### config.mk
export PLATFORM = sky130hd
export DESIGN_NAME = wws_supervisor
export DESIGN_NICKNAME = d
export VERILOG_FILES = /design/src/shared/wws_pkg.sv /design/src/wws_supervisor.sv /design/src/wws_strobe_sync.sv
export VERILOG_INCLUDE_DIRS = /design/src /design/src/shared
export SDC_FILE = /design/constraint.sdc
export NUM_CORES = 1
export LEC_CHECK = 0
export ABC_AREA = 1
export BUFFER_PORTS_ARGS = -buffer_cell sky130_fd_sc_hd__buf_2
export CAP_MARGIN = 20
export CORE_ASPECT_RATIO = 0.5
export CORE_UTILIZATION = 45
export DETAILED_ROUTE_END_ITERATION = 10
export MAX_ROUTING_LAYER = met4
export PLACE_DENSITY = 0.66
export SLEW_MARGIN = 20
export SYNTH_ARGS = -nofsm -noshare
export SYNTH_HDL_FRONTEND = slang
export SYNTH_SLANG_ARGS = --single-unit
### constraint.sdc
create_clock -name REF_CLK -period 1.7 [get_ports REF_CLK]
set_input_delay 0.17 -clock REF_CLK [delete_from_list [all_inputs] [get_ports REF_CLK]]
set_output_delay 0.17 -clock REF_CLK [all_outputs]
set_load 0.005 [all_outputs]
### src/shared/wws_consts.svh
`ifndef WWS_CONSTS_SVH
`define WWS_CONSTS_SVH
// timing figures, device clock is 100 MHz
// short periods keep a full fault sequence within a brief run; scale up for real use
`define WWS_CLK_PERIOD_NS 10
`define WWS_WDOG_PERIOD_US 1
`define WWS_RESET_DELAY_US 1
`define WWS_WDOG_CYCLES ((`WWS_WDOG_PERIOD_US * 1000) / `WWS_CLK_PERIOD_NS)
`define WWS_RESET_CYCLES ((`WWS_RESET_DELAY_US * 1000) / `WWS_CLK_PERIOD_NS)
// open window in quarters of the period: 2 = half, 3 = three quarters
`define WWS_OPEN_QUARTERS 3
`define WWS_QUARTERS 4
`define WWS_CNT_W 24
`define WWS_BAD_LIMIT 2'h3
`define WWS_GOOD_LIMIT 2'h3
`define WWS_ZERO_CNT 24'h000000
`define WWS_ONE_CNT 24'h000001
`endif

### src/shared/wws_pkg.sv
package wws_pkg;
    typedef enum logic [1:0] {
        WWS_ST_HOLD = 2'b00,
        WWS_ST_RUN = 2'b01
    } wws_state_t;
endpackage : wws_pkg

### src/wws_supervisor.sv
`timescale 1ns/10ps
`default_nettype none
`include "wws_consts.svh"
module wws_supervisor (
    input wire logic REF_CLK,
    input wire logic ARST_N,
    input wire logic WATCHDOG_STROBE_IN,
    input wire logic SUPPLY_MONITOR_IN,
    input wire logic WDOG_DISABLE_IN,
    output logic HOST_RESET_N,
    output logic BACKUP_FLAG_N
);
    localparam logic [`WWS_CNT_W-1:0] WDOG_CYC = (`WWS_CNT_W)'(`WWS_WDOG_CYCLES);
    localparam logic [`WWS_CNT_W-1:0] RST_CYC = (`WWS_CNT_W)'(`WWS_RESET_CYCLES);
    // closed window is the remainder of the period
    localparam logic [`WWS_CNT_W-1:0] CLOSED_CYC = (`WWS_CNT_W)'(
        (`WWS_WDOG_CYCLES * (`WWS_QUARTERS - `WWS_OPEN_QUARTERS)) / `WWS_QUARTERS);

    ////////////////////////////////////////////////////////////////////////////
    logic strobe_fall;
    logic supply_meta_reg;
    logic supply_ok_reg;
    logic strap_meta_reg;
    logic strap_reg;
    wws_pkg::wws_state_t state_reg;
    logic [`WWS_CNT_W-1:0] wd_cnt_reg;
    logic [`WWS_CNT_W-1:0] rst_cnt_reg;
    logic [1:0] bad_cnt_reg;
    logic [1:0] good_cnt_reg;
    logic flag_reg;
    logic early_fault;
    logic late_fault;
    logic good_edge;
    logic bad_event;

    // strobe passes two flops then an edge detector
    wws_strobe_sync u_sync (
        .clk(REF_CLK),
        .arst_n(ARST_N),
        .pin_in(WATCHDOG_STROBE_IN),
        .fall_pulse(strobe_fall)
    );

    // level pins from outside are synchronised too
    always_ff @(posedge REF_CLK or negedge ARST_N) begin
        if (!ARST_N) begin
            supply_meta_reg <= 1'b0;
            supply_ok_reg <= 1'b0;
            strap_meta_reg <= 1'b0;
            strap_reg <= 1'b0;
        end else begin
            supply_meta_reg <= SUPPLY_MONITOR_IN;
            supply_ok_reg <= supply_meta_reg;
            strap_meta_reg <= WDOG_DISABLE_IN;
            strap_reg <= strap_meta_reg;
        end
    end

    ////////////////////////////////////////////////////////////////////////////
    // classification only while running; edges in hold are dropped
    // an edge on the exact boundary cycle counts as good
    always_comb begin
        early_fault = 1'b0;
        late_fault = 1'b0;
        good_edge = 1'b0;
        if (state_reg == wws_pkg::WWS_ST_RUN && supply_ok_reg && !strap_reg) begin
            if (strobe_fall) begin
                if (wd_cnt_reg < CLOSED_CYC) begin
                    early_fault = 1'b1;
                end else begin
                    good_edge = 1'b1;
                end
            end else if (wd_cnt_reg >= WDOG_CYC - `WWS_ONE_CNT) begin
                late_fault = 1'b1;
            end
        end
    end
    assign bad_event = early_fault | late_fault;

    // reset sequencer: hold while undervoltage or timing out the pulse
    always_ff @(posedge REF_CLK or negedge ARST_N) begin
        if (!ARST_N) begin
            state_reg <= wws_pkg::WWS_ST_HOLD;
            rst_cnt_reg <= `WWS_ZERO_CNT;
        end else begin
            case (state_reg)
                wws_pkg::WWS_ST_HOLD: begin
                    if (!supply_ok_reg) begin
                        rst_cnt_reg <= `WWS_ZERO_CNT;
                    end else if (rst_cnt_reg >= RST_CYC - `WWS_ONE_CNT) begin
                        rst_cnt_reg <= `WWS_ZERO_CNT;
                        state_reg <= wws_pkg::WWS_ST_RUN;
                    end else begin
                        rst_cnt_reg <= rst_cnt_reg + `WWS_ONE_CNT;
                    end
                end
                wws_pkg::WWS_ST_RUN: begin
                    // faults and undervoltage both drop into hold
                    if (!supply_ok_reg || bad_event) begin
                        state_reg <= wws_pkg::WWS_ST_HOLD;
                    end
                    rst_cnt_reg <= `WWS_ZERO_CNT;
                end
                default: begin
                    state_reg <= wws_pkg::WWS_ST_HOLD;
                    rst_cnt_reg <= `WWS_ZERO_CNT;
                end
            endcase
        end
    end

    // watchdog timer; zero during hold, so release starts from zero
    always_ff @(posedge REF_CLK or negedge ARST_N) begin
        if (!ARST_N) begin
            wd_cnt_reg <= `WWS_ZERO_CNT;
        end else if (state_reg != wws_pkg::WWS_ST_RUN || bad_event || !supply_ok_reg) begin
            wd_cnt_reg <= `WWS_ZERO_CNT;
        end else if (strap_reg) begin
            wd_cnt_reg <= `WWS_ZERO_CNT; // disabled: no faults can mature
        end else if (good_edge) begin
            wd_cnt_reg <= `WWS_ZERO_CNT;
        end else begin
            wd_cnt_reg <= wd_cnt_reg + `WWS_ONE_CNT;
        end
    end

    ////////////////////////////////////////////////////////////////////////////
    // consecutive bad/good counters drive the backup flag
    always_ff @(posedge REF_CLK or negedge ARST_N) begin
        if (!ARST_N) begin
            bad_cnt_reg <= 2'h0;
            good_cnt_reg <= 2'h0;
            flag_reg <= 1'b0;
        end else if (bad_event) begin
            good_cnt_reg <= 2'h0;
            if (bad_cnt_reg != `WWS_BAD_LIMIT) begin
                bad_cnt_reg <= bad_cnt_reg + 2'h1;
            end
            if (bad_cnt_reg == `WWS_BAD_LIMIT - 2'h1) begin
                flag_reg <= 1'b1;
            end
        end else if (good_edge) begin
            bad_cnt_reg <= 2'h0;
            if (flag_reg) begin
                if (good_cnt_reg == `WWS_GOOD_LIMIT - 2'h1) begin
                    flag_reg <= 1'b0;
                    good_cnt_reg <= 2'h0;
                end else begin
                    good_cnt_reg <= good_cnt_reg + 2'h1;
                end
            end
        end
    end

    // flag masked during undervoltage rather than lost
    assign HOST_RESET_N = (state_reg == wws_pkg::WWS_ST_RUN);
    assign BACKUP_FLAG_N = ~(flag_reg & supply_ok_reg);
endmodule : wws_supervisor
`default_nettype wire

### src/wws_strobe_sync.sv
`timescale 1ns/10ps
`default_nettype none
// two-stage synchroniser plus falling-edge pulse for the strobe pin
module wws_strobe_sync (
    input wire logic clk,
    input wire logic arst_n,
    input wire logic pin_in,
    output logic fall_pulse
);
    logic meta_reg;
    logic sync_reg;
    logic last_reg;

    // first stage feeds only the second stage
    always_ff @(posedge clk or negedge arst_n) begin
        if (!arst_n) begin
            meta_reg <= 1'b1;
            sync_reg <= 1'b1;
            last_reg <= 1'b1;
        end else begin
            meta_reg <= pin_in;
            sync_reg <= meta_reg;
            last_reg <= sync_reg;
        end
    end

    // one-cycle pulse on high to low
    assign fall_pulse = last_reg & ~sync_reg;
endmodule : wws_strobe_sync
`default_nettype wire

Yosys cells after proc, flatten, opt, wreduce, memory -nomap -nowiden --
Cells that the tools add are included.
Cells by class: reduce and logical (&&, ||, !) cells 14, add/subtract/negate cells 4, multiplexer cells 31, equality and inequality tests 10, bitwise logic cells 5, $lt $le $gt $ge 3
Operator list (number):
- $mux W24 | 6
- $add A24 B1 Y24 const B | 2
- $ge A24 B7 Y1 const B | 2
- $lt A24 B5 Y1 const B | 1
- $mux W2 | 10
- $mux W1 | 14
- $ne A2 B1 Y1 const B | 4
- $ne A2 B2 Y1 const B | 3
- $reduce_and A2 Y1 | 3
- $add A2 B1 Y2 const B | 2
- $eq A2 B2 Y1 const B | 2
- $pmux W2 S2 | 1
- $reduce_bool A2 Y1 | 2
- $logic_or A1 B1 Y1 | 3
- $reduce_and A3 Y1 | 1
- $and A1 B1 Y1 | 2
- $eq A2 B1 Y1 const B | 1
- $logic_and A1 B1 Y1 | 2
- $logic_not A1 Y1 | 2
- $logic_not A2 Y1 | 1
- $not A1 Y1 | 2
- $or A1 B1 Y1 | 1
Word-level totals: output and inout port bits 2, bits of input ports 5, register bits 62, word-level logic and storage cells 80

Depth between registers and ports, before layout --
depth in word-level cells 8, gate-level depth with buffers 10, mapped depth without buffers 10

By module --
From an unflattened synthesis, not the netlist that was laid out.
Unflattened totals: cells, all modules 194, area total of the unflattened synthesis 2230.9 sq um
Modules (own cells, without submodules):
- wws_supervisor | times used 1, area each 2142.1 sq um, cells each 189, sequential area each 1451.4 sq um
- wws_strobe_sync | times used 1, area each 88.8 sq um, cells each 5, sequential area each 78.8 sq um

Worst setup path before layout --
OpenSTA, ideal clock, no wires.
path type reg2reg, start point reg wd_cnt_reg[0], end point reg wd_cnt_reg[6], setup slack 363 ps, period minus slack after synthesis 1337 ps, library setup time 87 ps, path buffers 0, data required time 1613 ps, stages on the path, launching flop included 9, data arrival time 1250 ps, path through dfrtp_1 ha_1 nor2_2 nand2_1 nand2_1 nand2_2 nor2_4 nand2_4 a211oi_2
Between the ends: word-level cells in the longest chain between the ends 8, elaborated cells on any way between the ends 18, classes of those cells add/sub: 1; order compare: 2; mux: 12; bitwise: 1; reduce/logical: 2
RTL lines:
- from (decl) | RTL line wws_supervisor.sv:26 | logic [`WWS_CNT_W-1:0] wd_cnt_reg;
- from (signal assigned) | RTL line wws_supervisor.sv:115 | wd_cnt_reg <= `WWS_ZERO_CNT;
- from (signal assigned) | RTL line wws_supervisor.sv:117 | wd_cnt_reg <= `WWS_ZERO_CNT;
- from (signal assigned) | RTL line wws_supervisor.sv:119 | wd_cnt_reg <= `WWS_ZERO_CNT;
- $lt A24 B5 Y1 or $ge A24 B7 Y1 (tied branches)
- $mux W1, on equally long branches | RTL line wws_supervisor.sv:68, wws_supervisor.sv:73
- $mux W1 | RTL line wws_supervisor.sv:67 | if (strobe_fall) begin
- $mux W1 | RTL line wws_supervisor.sv:66 | if (state_reg == wws_pkg::WWS_ST_RUN && supply_ok_reg && !strap_reg) begin
- $or A1 B1 Y1 | RTL line wws_supervisor.sv:78 | assign bad_event = early_fault | late_fault;
- $logic_or A1 B1 Y1 (2 in a row) | RTL line wws_supervisor.sv:116 | end else if (state_reg != wws_pkg::WWS_ST_RUN || bad_event || !supply_ok_reg) begin
- $mux W24 (*) | RTL line wws_supervisor.sv:116
Every way passes the cells marked *; elsewhere a longest branch is shown, timed or not. A chain may end at the register's enable or synchronous reset.

Worst setup path after layout --
start point reg rst_cnt_reg[0], end point reg rst_cnt_reg[2]
Between the ends: word-level cells in the longest chain between the ends 4, elaborated cells on any way between the ends 5, classes of those cells add/sub: 1; order compare: 1; mux: 3
RTL lines:
- from (decl) | RTL line wws_supervisor.sv:27 | logic [`WWS_CNT_W-1:0] rst_cnt_reg;
- from (signal assigned) | RTL line wws_supervisor.sv:84 | rst_cnt_reg <= `WWS_ZERO_CNT;
- from (signal assigned) | RTL line wws_supervisor.sv:89 | rst_cnt_reg <= `WWS_ZERO_CNT;
- from (signal assigned) | RTL line wws_supervisor.sv:91 | rst_cnt_reg <= `WWS_ZERO_CNT;
- $add A24 B1 Y24 (no source line) or $ge A24 B7 Y1 (tied branches)
- $mux W24 (*) | RTL line wws_supervisor.sv:90 | end else if (rst_cnt_reg >= RST_CYC - `WWS_ONE_CNT) begin
- $mux W24 (*) | RTL line wws_supervisor.sv:88 | if (!supply_ok_reg) begin
- $mux W24 (*) | RTL line wws_supervisor.sv:86 | case (state_reg)
Marked as above.

==> impl_metrics.json <==
{
  "drive_above_1_share_pct": 16.1,
  "fin_skew_ps": 3.07,
  "core-area_mm2": 0.00457,
  "synthTopCellsByArea": "dfrtp_1 65%, nor2_1 6.4%, nand2_1 4.2%, dfstp_2 3.5%, inv_1 2.9%",
  "r2r_slack_ps": 190,
  "synth_top_area_share_pct": 65.2,
  "die-area_mm2": 0.00525,
  "avgViaCountPerCell": 4.12,
  "period_needed_ps": 1510,
  "status": "finished, final reports clean",
  "hold_violations": 0,
  "clk_root_buffer_cell": "clkbuf_8",
  "startpoint_type": "flip-flop",
  "die_w_um": 101,
  "rsz0062_at_grt": "no",
  "worst_ep_arrival_time_ps": 1750,
  "r2r_end": "rst_cnt_reg[2]$_DFF_PN0_",
  "place_area_mm2": 0.00249,
  "start_util_pct": 48.7,
  "drv_slew": 0,
  "dieHeight_um": 51.7,
  "hold_ws_ps": 319,
  "synthCells": 194,
  "drtAntennaViolNets": 0,
  "gp_congestion": 0.795,
  "fmax_ghz": 0.663,
  "grt_pass1_wl_um": 5550,
  "synth_area_mm2": 0.00223,
  "fillers": 386,
  "cts_sinks": 61,
  "cts_buffer_depth": 2,
  "clock_latency_ps": 330,
  "wl_per_cell_um": 9.38,
  "power.leakage_nw": 1.30,
  "final_cell_mix": "58 x dfrtp_1, 38 x nor2_1, 34 x conb_1",
  "grt_max_degree": 30,
  "vdd_ir_drop_max_mv": 0.579,
  "post-dp-hpwl_um": 2160,
  "fin_nets": 260,
  "cts_setup_buffers": 0,
  "setup_viol": 0,
  "finalWorstSetupSlack_ps": 193,
  "endpoint_kind": "flip-flop",
  "layout_commonest_cell": "dfrtp_1",
  "syn_area_per_cell_um2": 11.5,
  "r2r-start": "rst_cnt_reg[0]$_DFF_PN0_",
  "grt_pass1_vias": 1355,
  "crit_required_ps": 1940,
  "synth_top_area_cell": "dfrtp_1",
  "fin_crit_sh_pct": 88.7,
  "gr-usage-all-layers_pct": 15.4,
  "path_max_fanout": 7,
  "design_area_mm2": 0.00272,
  "synth_cell_types": 24,
  "p_per_area_mw_per_mm2": 1090,
  "ys_warn_count": 0,
  "cts_resized": 0,
  "setup_tns_ps": 0,
  "rows": 17,
  "path_clk_slew_ps": 60,
  "hold_class": "input port to async pin",
  "antenna_found_initial": 0,
  "dr.pass1.iters": 4,
  "diodes": 0,
  "area_growth_pct": 22.0,
  "crit_type": "flip-flop to flip-flop",
  "pin_count": 7,
  "route.detailed.drc": 0,
  "io_buffers": 6,
  "drt_iter0_markers": 76,
  "pre_cts_ws_ps": 179,
  "cts_buffers": 9,
  "h-tree-depth": 3,
  "cts_tree": "done",
  "totalWireLength_um": 3010,
  "grt_remaining_overflow": 0,
  "synth_seq_cells": 61,
  "maxCapViolCount": 0,
  "synth-seq-area-share_pct": 68.7,
  "r2r_cells": 6,
  "vias": 1321
}
[cell families after synthesis]
group                    share of synthesized area, %
AO/OA/AOI/OAI                                    1.74
adder cells (fa/ha/maj)                          2.81
AND/OR/NAND/NOR                                  21.1
XOR/XNOR                                         2.36
flip-flops                                       68.7
buffers and inverters                            3.04
other                                           0.168
[worst max-delay path, cell delays in order (launching register included)]
cell and delay, ps:
dfrtp_1 390, ha_1 220, nor2_1 150, nand3_1 90, a31oi_1 200, nand3_2 190, nor3_1 180
[final cells by class]
cell class / instances / area, um^2 / area share, %
well taps: 66 / 82.6 / 3.04
flip-flops and latches: 61 / 1530 / 56.3
clock buffers: 15 / 156 / 5.76
inverters: 18 / 67.6 / 2.49
repair buffers: 12 / 97.6 / 3.59
multi-input cells: 148 / 752 / 27.7
clock inverters: 1 / 30.0 / 1.11
[where the power goes]
group	switching (mW)	total (mW)	internal, mW	leakage, nW
logic	0.109	0.176	0.0669	0.457
clock network	0.483	1.20	0.720	0.0919
registers	0.0440	1.59	1.54	0.748
total	0.636	2.97	2.33	1.30
[per-layer routing]
| layer | wire length (um) | vias to the layer above | global-route usage, % | share of wire [%] |
|---|---|---|---|---|
| met2 | 1500 | 12 | 25.1 | 50 |
| met3 | 117 | 4 | 8.87 | 3.9 |
| met4 | 31 | 0 | 5.31 | 1.0 |
| met5 | 0 | - | - | 0 |
| met1 | 1360 | 620 | 16.0 | 45 |
| li1 | - | 685 | - | - |
[cell usage after synthesis]
| cell | instances |
|---|---|
| a21oi_1 | 3 |
| nor2_1 | 38 |
| inv_1 | 17 |
| nor3_1 | 2 |
| nor2_2 | 5 |
| dfstp_2 | 3 |
| nand3_2 | 2 |
| a211oi_2 | 1 |
| nor3_2 | 1 |
| ha_1 | 5 |
| nand2_1 | 25 |
| xnor2_1 | 1 |
| a31oi_1 | 1 |
| nand4_1 | 4 |
| o21ai_0 | 1 |
| nor4_2 | 1 |
| nand3_1 | 11 |
| nor2_4 | 3 |
| nand2_2 | 4 |
| inv_2 | 1 |
| dfrtp_1 | 58 |
| xor2_1 | 5 |
| conb_1 | 1 |
| nand2_4 | 1 |
[repair_timing]
| item | 4_1_cts | 5_1_grt |
|---|---|---|
| setup endpoints to repair | 0 | 0 |
| endpoints found under the hold margin | 18 | 0 |
| hold buffers | 4 | 0 |
[worst max path at each step]
| stage | start | endpoint | cells after the start |
|---|---|---|---|
| global route | rst_cnt_reg[0]$_DFF_PN0_ | rst_cnt_reg[2]$_DFF_PN0_ | 6 |
| CTS | rst_cnt_reg[0]$_DFF_PN0_ | rst_cnt_reg[2]$_DFF_PN0_ | 6 |
| global placement | rst_cnt_reg[0]$_DFF_PN0_ | rst_cnt_reg[2]$_DFF_PN0_ | 6 |
| floorplan | wd_cnt_reg[0]$_DFF_PN0_ | wd_cnt_reg[6]$_DFF_PN0_ | 8 |
| detailed placement | rst_cnt_reg[0]$_DFF_PN0_ | rst_cnt_reg[2]$_DFF_PN0_ | 6 |
| finish | rst_cnt_reg[0]$_DFF_PN0_ | rst_cnt_reg[2]$_DFF_PN0_ | 6 |
[per-stage QoR]
step / instances / power [mW] / utilization [%]
after floorplan: 227 / 1.71 / -
after global placement: 301 / 1.78 / 54.4
after detailed placement: 301 / 1.79 / 54.4
after CTS: 321 / 3.02 / 59.4
after global routing: 321 / 3.13 / 59.4
final: 321 / 2.97 / 59.4
(Power assumes the default switching activity.)
